==> config.mk <==
export PLATFORM = sky130hd
export DESIGN_NAME = erti_top
export DESIGN_NICKNAME = d
export VERILOG_FILES = /design/src/erti_sync.v /design/src/erti_scale.v /design/src/erti_top.v
export VERILOG_INCLUDE_DIRS = /design/src /design/src/src
export SDC_FILE = /design/constraint.sdc
export NUM_CORES = 1
export LEC_CHECK = 0
export BUFFER_PORTS_ARGS = -buffer_cell sky130_fd_sc_hd__buf_4
export CAP_MARGIN = 0
export CORE_ASPECT_RATIO = 0.75
export CORE_MARGIN = 2
export CORE_UTILIZATION = 60
export DETAILED_ROUTE_END_ITERATION = 8
export PLACE_DENSITY = 0.78
export SYNTH_ARGS = -nofsm -noshare
export SYNTH_HDL_FRONTEND = slang
export SYNTH_HIERARCHICAL = 1
export SYNTH_SLANG_ARGS = --single-unit
==> constraint.sdc <==
create_clock -name clk_i -period 7 [get_ports clk_i]
set_input_delay 0.7 -clock clk_i [delete_from_list [all_inputs] [get_ports clk_i]]
set_output_delay 0.7 -clock clk_i [all_outputs]
set_load 0.01 [all_outputs]
==> src/erti_defs.vh <==
// Constants for the encoder range teach-in block
`ifndef ERTI_DEFS_VH
`define ERTI_DEFS_VH

// Position word: whole turns above, angle within a turn below
`define ERTI_TURN_BITS   15
`define ERTI_ANGLE_BITS  12
`define ERTI_POS_BITS    27
`define ERTI_CODE_BITS   12
`define ERTI_CODE_MAX    12'hfff

// Factory setting: zero at 0, final at 10 turns, counting clockwise
`define ERTI_DEF_TURNS   15'h000a
`define ERTI_DEF_ZERO    27'h0000000
`define ERTI_DEF_SENSE   1'b0

// Timing
`define ERTI_CLK_KHZ     100000
`define ERTI_HOLD_MS     1500
`define ERTI_SKEW_US     1000
`define ERTI_CNT_BITS    28

// Teach-in states
`define ERTI_ST_IDLE     3'h0
`define ERTI_ST_ZERO     3'h1
`define ERTI_ST_FINAL    3'h2
`define ERTI_ST_BOTH     3'h3
`define ERTI_ST_RELEASE  3'h4

`endif

==> src/erti_sync.v <==
// Two-flop synchroniser for the mode pins, idle high
`timescale 1ns/1ps
`default_nettype none

module erti_sync #(
  parameter WIDTH = 2
) (
  input  wire             clk_i,
  input  wire             rst_b_i,
  input  wire [WIDTH-1:0] async_i,
  output wire [WIDTH-1:0] sync_o
);

  genvar g;
  generate
    for (g = 0; g < WIDTH; g = g + 1) begin : g_bit
      reg meta;
      reg stable;
      // Reset high so an idle pin never looks like a press
      always @(posedge clk_i or negedge rst_b_i) begin
        if (!rst_b_i) begin
          meta   <= 1'b1;
          stable <= 1'b1;
        end else begin
          meta   <= async_i[g];
          stable <= meta;
        end
      end
      assign sync_o[g] = stable;
    end
  endgenerate

endmodule // erti_sync

`default_nettype wire

==> src/erti_scale.v <==
// Range region check and 12-bit scaling divider
`include "erti_defs.vh"
`timescale 1ns/1ps
`default_nettype none

module erti_scale (
  input  wire                       clk_i,
  input  wire                       rst_b_i,
  input  wire [`ERTI_POS_BITS-1:0]  rel_i,
  input  wire [`ERTI_POS_BITS-1:0]  span_i,
  output reg  [`ERTI_CODE_BITS-1:0] code_o,
  output reg                        overflow_o,
  output reg                        underflow_o
);

  reg  [`ERTI_POS_BITS-1:0] rel_q;
  reg  [`ERTI_POS_BITS-1:0] span_q;
  reg  [`ERTI_POS_BITS:0]   rem;
  reg  [`ERTI_CODE_BITS-1:0] quo;
  reg  [3:0]                step;
  wire [`ERTI_POS_BITS:0]   span_w = {1'b0, span_q};
  wire [`ERTI_POS_BITS:0]   outside = {1'b1, {`ERTI_POS_BITS{1'b0}}} - span_w;
  wire [`ERTI_POS_BITS:0]   ovf_lim = span_w + {1'b0, outside[`ERTI_POS_BITS:1]};
  wire [`ERTI_POS_BITS:0]   shifted = {rem[`ERTI_POS_BITS-1:0], 1'b0};
  wire                      take = (shifted >= span_w);
  wire [`ERTI_CODE_BITS-1:0] quo_next = {quo[`ERTI_CODE_BITS-2:0], take};
  wire                      in_range = (rel_q <= span_q);
  wire                      in_ovf = !in_range && ({1'b0, rel_q} <= ovf_lim);

  // One result every 13 clocks; position changes far slower than that
  always @(posedge clk_i or negedge rst_b_i) begin
    if (!rst_b_i) begin
      rel_q       <= {`ERTI_POS_BITS{1'b0}};
      span_q      <= {`ERTI_POS_BITS{1'b0}};
      rem         <= {(`ERTI_POS_BITS+1){1'b0}};
      quo         <= {`ERTI_CODE_BITS{1'b0}};
      step        <= 4'h0;
      code_o      <= {`ERTI_CODE_BITS{1'b0}};
      overflow_o  <= 1'b0;
      underflow_o <= 1'b0;
    end else if (step == 4'h0) begin
      rel_q  <= rel_i;
      span_q <= span_i;
      rem    <= {1'b0, rel_i};
      quo    <= {`ERTI_CODE_BITS{1'b0}};
      step   <= 4'h1;
    end else begin
      rem  <= take ? (shifted - span_w) : shifted;
      quo  <= quo_next;
      step <= (step == 4'hc) ? 4'h0 : step + 4'h1;
      if (step == 4'hc) begin
        overflow_o  <= in_ovf;
        underflow_o <= !in_range && !in_ovf;
        if (in_ovf)
          code_o <= `ERTI_CODE_MAX;
        else if (in_range && span_q != {`ERTI_POS_BITS{1'b0}})
          code_o <= quo_next;
        else
          code_o <= {`ERTI_CODE_BITS{1'b0}};
      end
    end
  end

endmodule // erti_scale

`default_nettype wire

==> src/erti_top.v <==
// Encoder range teach-in: zero, final value and code sense from two mode pins
`include "erti_defs.vh"
`timescale 1ns/1ps
`default_nettype none

module erti_top #(
  parameter HOLD_CYCLES = `ERTI_HOLD_MS * `ERTI_CLK_KHZ,
  parameter SKEW_CYCLES = `ERTI_SKEW_US * (`ERTI_CLK_KHZ / 1000)
) (
  input  wire                       clk_i,
  input  wire                       rst_b_i,
  input  wire [`ERTI_POS_BITS-1:0]  position_i,
  input  wire                       mode0_b_i,
  input  wire                       mode1_b_i,
  output wire [`ERTI_CODE_BITS-1:0] code_o,
  output wire                       overflow_o,
  output wire                       underflow_o,
  output wire                       sense_ccw_o,
  output wire [`ERTI_POS_BITS-1:0]  zero_pos_o,
  output wire [`ERTI_POS_BITS-1:0]  final_pos_o,
  output wire                       adjusting_o,
  output wire                       taught_o
);

  // Counter holds the largest hold count, so cut the 32-bit sums on purpose
  localparam integer              HOLD_M1   = HOLD_CYCLES - 1;
  localparam integer              SKEW_M1   = SKEW_CYCLES - 1;
  localparam [`ERTI_CNT_BITS-1:0] HOLD_LAST = HOLD_M1[`ERTI_CNT_BITS-1:0];
  localparam [`ERTI_CNT_BITS-1:0] SKEW_LAST = SKEW_M1[`ERTI_CNT_BITS-1:0];
  localparam [`ERTI_POS_BITS-1:0] DEF_FINAL =
    {`ERTI_DEF_TURNS, {`ERTI_ANGLE_BITS{1'b0}}};

  // Pins come from the switch box, so synchronise first
  wire [1:0] mode_b;

  erti_sync #(
    .WIDTH (2)
  ) u_sync (
    .clk_i   (clk_i),
    .rst_b_i (rst_b_i),
    .async_i ({mode1_b_i, mode0_b_i}),
    .sync_o  (mode_b)
  );

  wire m0_low = !mode_b[0];
  wire m1_low = !mode_b[1];

  reg [2:0]                state;
  reg [2:0]                next_state;
  reg [`ERTI_CNT_BITS-1:0] cnt;
  reg [`ERTI_CNT_BITS-1:0] next_cnt;
  reg [`ERTI_POS_BITS-1:0] zero_pos;
  reg [`ERTI_POS_BITS-1:0] final_pos;
  reg                      sense_ccw;
  reg                      zero_fresh;
  reg                      taught;
  reg                      do_zero;
  reg                      do_final;
  reg                      do_restore;

  wire hold_done = (cnt == HOLD_LAST);
  wire in_skew   = (cnt <= SKEW_LAST);

  // Teach-in sequencer
  always @* begin
    next_state = state;
    next_cnt   = cnt + {{(`ERTI_CNT_BITS-1){1'b0}}, 1'b1};
    do_zero    = 1'b0;
    do_final   = 1'b0;
    do_restore = 1'b0;
    case (state)
      `ERTI_ST_IDLE: begin
        next_cnt = {`ERTI_CNT_BITS{1'b0}};
        if (m0_low && m1_low)
          next_state = `ERTI_ST_BOTH;
        else if (m0_low)
          next_state = `ERTI_ST_ZERO;
        else if (m1_low)
          next_state = `ERTI_ST_FINAL;
      end
      `ERTI_ST_ZERO: begin
        if (!m0_low) begin
          next_state = `ERTI_ST_IDLE;
        end else if (m1_low) begin
          // Second pin too late means no valid command at all
          next_state = in_skew ? `ERTI_ST_BOTH : `ERTI_ST_RELEASE;
          next_cnt   = {`ERTI_CNT_BITS{1'b0}};
        end else if (hold_done) begin
          do_zero    = 1'b1;
          next_state = `ERTI_ST_RELEASE;
        end
      end
      `ERTI_ST_FINAL: begin
        if (!m1_low) begin
          next_state = `ERTI_ST_IDLE;
        end else if (m0_low) begin
          next_state = in_skew ? `ERTI_ST_BOTH : `ERTI_ST_RELEASE;
          next_cnt   = {`ERTI_CNT_BITS{1'b0}};
        end else if (hold_done) begin
          do_final   = 1'b1;
          next_state = `ERTI_ST_RELEASE;
        end
      end
      `ERTI_ST_BOTH: begin
        // Letting one pin go must not turn into a single-pin command
        if (!m0_low || !m1_low) begin
          next_state = `ERTI_ST_RELEASE;
        end else if (hold_done) begin
          do_restore = 1'b1;
          next_state = `ERTI_ST_RELEASE;
        end
      end
      `ERTI_ST_RELEASE: begin
        next_cnt = {`ERTI_CNT_BITS{1'b0}};
        if (!m0_low && !m1_low)
          next_state = `ERTI_ST_IDLE;
      end
      default: begin
        next_state = `ERTI_ST_IDLE;
        next_cnt   = {`ERTI_CNT_BITS{1'b0}};
      end
    endcase
  end

  always @(posedge clk_i or negedge rst_b_i) begin
    if (!rst_b_i) begin
      state <= `ERTI_ST_IDLE;
      cnt   <= {`ERTI_CNT_BITS{1'b0}};
    end else begin
      state <= next_state;
      cnt   <= next_cnt;
    end
  end

  // Mirror of the old final about the zero keeps the span on a sense flip
  wire [`ERTI_POS_BITS-1:0] mirror_final = {zero_pos[`ERTI_POS_BITS-2:0], 1'b0} - final_pos;

  // Range settings; position arithmetic wraps over the full span
  always @(posedge clk_i or negedge rst_b_i) begin
    if (!rst_b_i) begin
      zero_pos   <= `ERTI_DEF_ZERO;
      final_pos  <= DEF_FINAL;
      sense_ccw  <= `ERTI_DEF_SENSE;
      zero_fresh <= 1'b0;
      taught     <= 1'b0;
    end else begin
      taught <= do_zero || do_final || do_restore;
      if (do_restore) begin
        zero_pos   <= `ERTI_DEF_ZERO;
        final_pos  <= DEF_FINAL;
        sense_ccw  <= `ERTI_DEF_SENSE;
        zero_fresh <= 1'b0;
      end else if (do_zero) begin
        // Taken in any region, so a lost range can be found again
        zero_pos   <= position_i;
        zero_fresh <= 1'b1;
      end else if (do_final) begin
        zero_fresh <= 1'b0;
        if (zero_fresh && position_i == zero_pos) begin
          sense_ccw <= !sense_ccw;
          final_pos <= mirror_final;
        end else begin
          final_pos <= position_i;
        end
      end
    end
  end

  // Distance from zero along the chosen sense, modulo 32768 turns
  wire [`ERTI_POS_BITS-1:0] rel = sense_ccw ? (zero_pos - position_i)
                                            : (position_i - zero_pos);
  wire [`ERTI_POS_BITS-1:0] span = sense_ccw ? (zero_pos - final_pos)
                                             : (final_pos - zero_pos);

  erti_scale u_scale (
    .clk_i       (clk_i),
    .rst_b_i     (rst_b_i),
    .rel_i       (rel),
    .span_i      (span),
    .code_o      (code_o),
    .overflow_o  (overflow_o),
    .underflow_o (underflow_o)
  );

  assign sense_ccw_o = sense_ccw;
  assign zero_pos_o  = zero_pos;
  assign final_pos_o = final_pos;
  assign adjusting_o = (state != `ERTI_ST_IDLE);
  assign taught_o    = taught;

endmodule // erti_top

`default_nettype wire

---- After elaboration in Yosys (flattened, before gate mapping) ----
Cells that the tools add are included.
W data, S select, Z words.
word-level totals
  bits in registers ....................... 202
  logic and storage cells ................. 118
cells by class
  add/sub/neg operators ................... 10
  magnitude comparators ................... 4
  mux-type cells .......................... 48
  eq/ne operators ......................... 10
  bitwise logic cells ..................... 1
  reduce and logical (&&, ||, !) cells .... 26
operator list
  kind                      number
  $mux W27                  10
  $sub A27 B27 Y27          6
  $mux W28                  4
  $pmux W28 S3              1
  $mux W3                   11
  $add A27 B27 Y28          1
  $add A28 B1 Y28 const B   1
  $eq A28 B28 Y1 const B    1
  $ge A28 B27 Y1            1
  $le A27 B28 Y1            1
  $le A28 B17 Y1 const B    1
  $sub A28 B27 Y28 const A  1
  $eq A27 B27 Y1            1
  $le A27 B27 Y1            1
  $reduce_bool A27 Y1       1
  $mux W12                  2
  $mux W1                   16
  $pmux W3 S5               1
  $mux W11                  1
  $mux W4                   2
  $eq A3 B2 Y1 const B      2
  $logic_and A1 B1 Y1       6
  $reduce_and A2 Y1         3
  $reduce_bool A2 Y1        3
  14 further kinds          21

---- Logic depth before layout (Yosys ltp) ----
  word-level depth ........................ 8
  depth in mapped cells ................... 26
  gate-level depth less buffers ........... 23

---- Cells and area by module ----
Netlist, hierarchy kept.
by module, submodules not included
  module      area an instance (µm²)  instances  cells an instance
  erti_top    10598.9                 1          1363
  erti_scale  8918.6                  1          1082
  erti_sync   120.1                   1          6

---- Worst setup path before layout ----
Ideal clock, no wire load.
  path type ............................... reg-to-reg
  start point ............................. register u_scale.span_q[4]
  end point ............................... register u_scale.code_o[10]
  stages on the path, launching flop included .. 25
  path buffers ............................ 2
  setup slack ............................. 1476 ps
  arrival ................................. 5392 ps
  cell sequence ........................... dfrtp_1 -> or4_4 -> or3_1 -> or3_1 -> or3_1 -> nor4_1 -> xnor2_1 -> ha_1 -> clkbuf_1 -> inv_1 -> o21bai_1 -> a21o_1 -> a21o_1 -> a21o_1 -> a21oi_1 -> nand3_1 -> and4b_1 -> ha_1 -> nand4_1 -> nor4_1 -> a211oi_1 -> o221ai_1 -> nor4_2 -> clkbuf_1 -> o21ai_1
on the way
  longest elaborated chain between the ends .. 5
  elaborated cells between the ends (all ways) .. 10
RTL lines
  what                    line             text
  from (decl)             erti_scale.v:17  reg [`ERTI_POS_BITS-1:0] span_q;
  from (signal assigned)  erti_scale.v:34  span_q <= {`ERTI_POS_BITS{1'b0}};
  from (signal assigned)  erti_scale.v:43  span_q <= span_i;
  $sub A28 B27 Y28        erti_scale.v:22  wire [`ERTI_POS_BITS:0] outside = {1'b1, {`ERTI_POS_BITS{1'b0}}} - span_w;
  $add A27 B27 Y28        erti_scale.v:23  wire [`ERTI_POS_BITS:0] ovf_lim = span_w + {1'b0, outside[`ERTI_POS_BITS:1]};
  $le A27 B28 Y1          erti_scale.v:28  wire in_ovf = !in_range && ({1'b0, rel_q} <= ovf_lim);
  $logic_and A1 B1 Y1     erti_scale.v:28
  $mux W12 (*)            erti_scale.v:54  if (in_ovf)
  to (signal assigned)    erti_scale.v:55  code_o <= `ERTI_CODE_MAX;
  to (signal assigned)    erti_scale.v:57  code_o <= quo_next;
  to (signal assigned)    erti_scale.v:59  code_o <= {`ERTI_CODE_BITS{1'b0}};
  to (decl)               erti_scale.v:11  output reg [`ERTI_CODE_BITS-1:0] code_o,
Every way passes the cells marked *; elsewhere a longest branch is shown, timed or not.
A chain may end at the register's enable or synchronous reset.

---- Final worst setup path ----
  start point ............................. register u_scale.span_q[4]
  end point ............................... register u_scale.code_o[0]
Same word-level chain as after synthesis.

==> metrics.cfg <==
[synthesis]
synth_area_leaders = dfrtp_1 25%, ha_1 15%, nand2_1 5.2%, a21oi_1 4.8%, xnor2_1 4.3%
netlist.top_cell.by_area = dfrtp_1
syn_area_per_cell_um2 = 8.01
ys_ff_latch = 202
yosysMostFrequentCell = nand2_1
synth_edf_count = 0
synthCells = 2451
netlist_area_mm2 = 0.0196
ys.flop_type = dfrtp_1
synth_top_cell_area_share_pct = 25.0
yosysWarnings = 6
syn-num-nets = 2729
ys_async_sr_fraction_pct = 100
synth_seq_area_share_pct = 25.8
yosysUniqueCellTypes = 90
synth_common_cells = 274 x nand2_1, 240 x ha_1, 196 x dfrtp_1

[finish]
fillCellCount = 2758
layout-drive-gt1-share_pct = 7.95
nets = 2764
areaGrowthSynthToFinish_pct = 9.42
diodes = 0
fin_area_mm2 = 0.0215
post-route-util_pct = 66.5

[sta]
drv_slew = 0
rsz0062_at_grt = false
fin_worst_skew_ps = 16.5
fin_tns_setup_ps = 0
hold_violations = 0
setup_viol = 0
fin_crit_ps = 6290
relSlewSlack_pct = 21.0
tightest_slew_ps = 1190
period_share_pct = 89.8
max_freq_mhz = 159

[worst_setup_path]
path_buf_inv = 0
path_class = flop to flop
r2r_start = u_scale/span_q[4]
endpoint_kind = flop
cp.arrival_ps = 6690
cp_slowest_stage_delay_ps = 590
cp.required_ps = 7400
start_kind = flop
crit_fanout = 14
cp_slowest_cell = nor4_4
cp_top_family = simple AND/OR/NAND/NOR gates
path_cells = or4_4 -> or3_1 -> or3_1 -> and2_1 -> ha_1 -> nor3_1 -> o21ai_0 -> a221oi_1 -> o21ai_1 -> o2111ai_1 -> a21boi_1 -> o41a_1 -> xnor2_1 -> ha_1 -> nand4_1 -> nor4_1 -> a211oi_1 -> o221ai_1 -> nor4_4 -> o21ai_0
critPathLaunch = u_scale/span_q[4]

[power]
total_power_uw = 4550
p_clk_share_pct = 29.7
power.density_mw_per_mm2 = 212
pwr-share-comb_pct = 37.0
power_frac_seq_pct = 33.3
p_leak_uw = 0.0101
sw_frac_of_total_pct = 37.2
p_switching_uw = 1690
p_int_uw = 2860
peakVddDrop_v = 0.000250

[job]
drv_cap = 0

[global_routing]
overflow = 0
grt_pass1_vias = 17800
grt_antenna_before_repair = 1
grt_max_degree = 102
grt_pass1_wl_um = 95600
grtUsageTotal_pct = 34.8

[worst_hold_path]
min_path_type = primary input to async pin

[route]
ant_nets = 0
wl_per_cell_um = 20.2
drc = 0
wl_um = 59600
dr.first_iter.drc_count = 1961
drt_first_pass_iters = 6
routed_via_density = 6.39
routed-via-count = 18800

[clock_network]
post-cts-setup-buffers = 0
cts_tree = built
ctsResizeCount = 0
path_clk_slew_ps = 60
insertion_delay_ps = 560
clkSinkCount = 202
h-tree-depth = 1
cts_made_buffers = 24
clockBufferDepth = 3
ctsHoldBuffers = 0
root_buffer = clkbuf_16

[place]
dp_hpwl_um = 45700
place_area_mm2 = 0.0206
io_buffers = 101
place.gp.congestion = 0.994

[die]
die_width_um = 213
die_h_um = 161
fp.coreArea_mm2 = 0.0323
rows = 57
io_pins = 102
dieArea_mm2 = 0.0342
initial_core_util_pct = 60.8

[outcome]
status = finished, final reports clean

[placed cells by master (no fill, tap or decap), types with 37 or more instances in the layout]
master	netlist	routed
a21o_1	79	79
a21oi_1	190	190
buf_4	2	113
dfrtp_1	196	195
ha_1	240	240
inv_1	161	161
nand2_1	274	274
nand3_1	55	55
nand4_1	51	51
nor2_1	178	175
nor2b_1	37	37
nor3_1	38	38
o21ai_0	166	166
xnor2_1	96	96
xor2_1	58	58
[cell families (layout without fill, tap and decap cells)]
group	Yosys count	after routing	share of synthesized area [%]
multiplexers	21	21	1.12
buffers and inverters	269	322	5.38
AND/OR/NAND/NOR	787	787	19.4
flip-flops	202	202	25.8
AO/OA/AOI/OAI	771	771	25.5
adder cells (fa/ha/maj)	247	247	16.0
XOR/XNOR	154	154	6.87
[worst reg2reg max path: cells and delay by family, from the launching register on]
family / cells / cell delay [ps]
adders and majority gates: 2 / 500
AOI/OAI and AO/OA: 9 / 2420
DFF: 1 / 450
xor gates and xnor gates: 1 / 230
and+or+nand+nor: 8 / 2540
[metal layers]
layer,vias to the layer above,global-route usage (%),share of wire (%)
li1,8914,-,-
met1,9022,49.5,45
met2,762,53.7,44
met3,124,7.12,8.3
met4,0,9.25,2.6
met5,-,0,0
[flip-flops by register name (all words and copies together), names as in the netlist]
name and flops:
u_scale/overflow_o 1, u_scale/step 4, u_scale/rel_q 27, u_scale/code_o 12, cnt 28, state 3
u_scale/span_q 27, u_sync/g_bit.meta 2, u_scale/underflow_o 1, u_scale/quo 11, zero_pos_o 27, sense_ccw_o 1
u_sync/g_bit.stable 2, taught_o 1, zero_fresh 1, u_scale/rem 27, final_pos_o 27
[final cells by class]
type	count	area (um^2)	share of cell area [%]
flip-flops and latches	202	5060	23.6
well taps	442	553	2.57
multi-input cells	1980	13500	63.0
clock buffers	33	694	3.23
repair buffers	114	862	4.01
clock inverters	11	155	0.722
inverters	164	616	2.86
[final timing paths]
path                                           to  slack (ps)  cells past startpoint
min in group clk_i           u_sync/g_bit[0].meta         250                      1
max in group asynchronous      u_scale/overflow_o        5400                      2
min                                 zero_pos_o[5]         140                      1
max                             u_scale/code_o[0]         710                     20
max reg2reg                     u_scale/code_o[0]         710                     20
min reg2reg                u_sync/g_bit[1].stable         360                      0
[stage by stage]
| stage | cells | hold slack, ps | setup slack [ps] |
|---|---|---|---|
| 5_1_grt | 2946 | 187 | 283 |
| 6_report | 2946 | 138 | 712 |
| 2_1_floorplan | 2451 | 345 | 1480 |
| 3_3_place_gp | 2902 | 347 | 621 |
| 4_1_cts | 2946 | 166 | 527 |
| 3_5_place_dp | 2902 | 348 | 495 |
[power by group through the flow]
stage	Sequential [uW]	Clock, uW	Combinational, uW
4_1_cts	1510	1370	1650
3_3_place_gp	1530	0	1590
3_5_place_dp	1530	0	1640
5_1_grt	1530	1420	1870
6_report	1510	1350	1690
2_1_floorplan	1490	0	1200
Note: power is estimated with default switching activity, not from simulation.
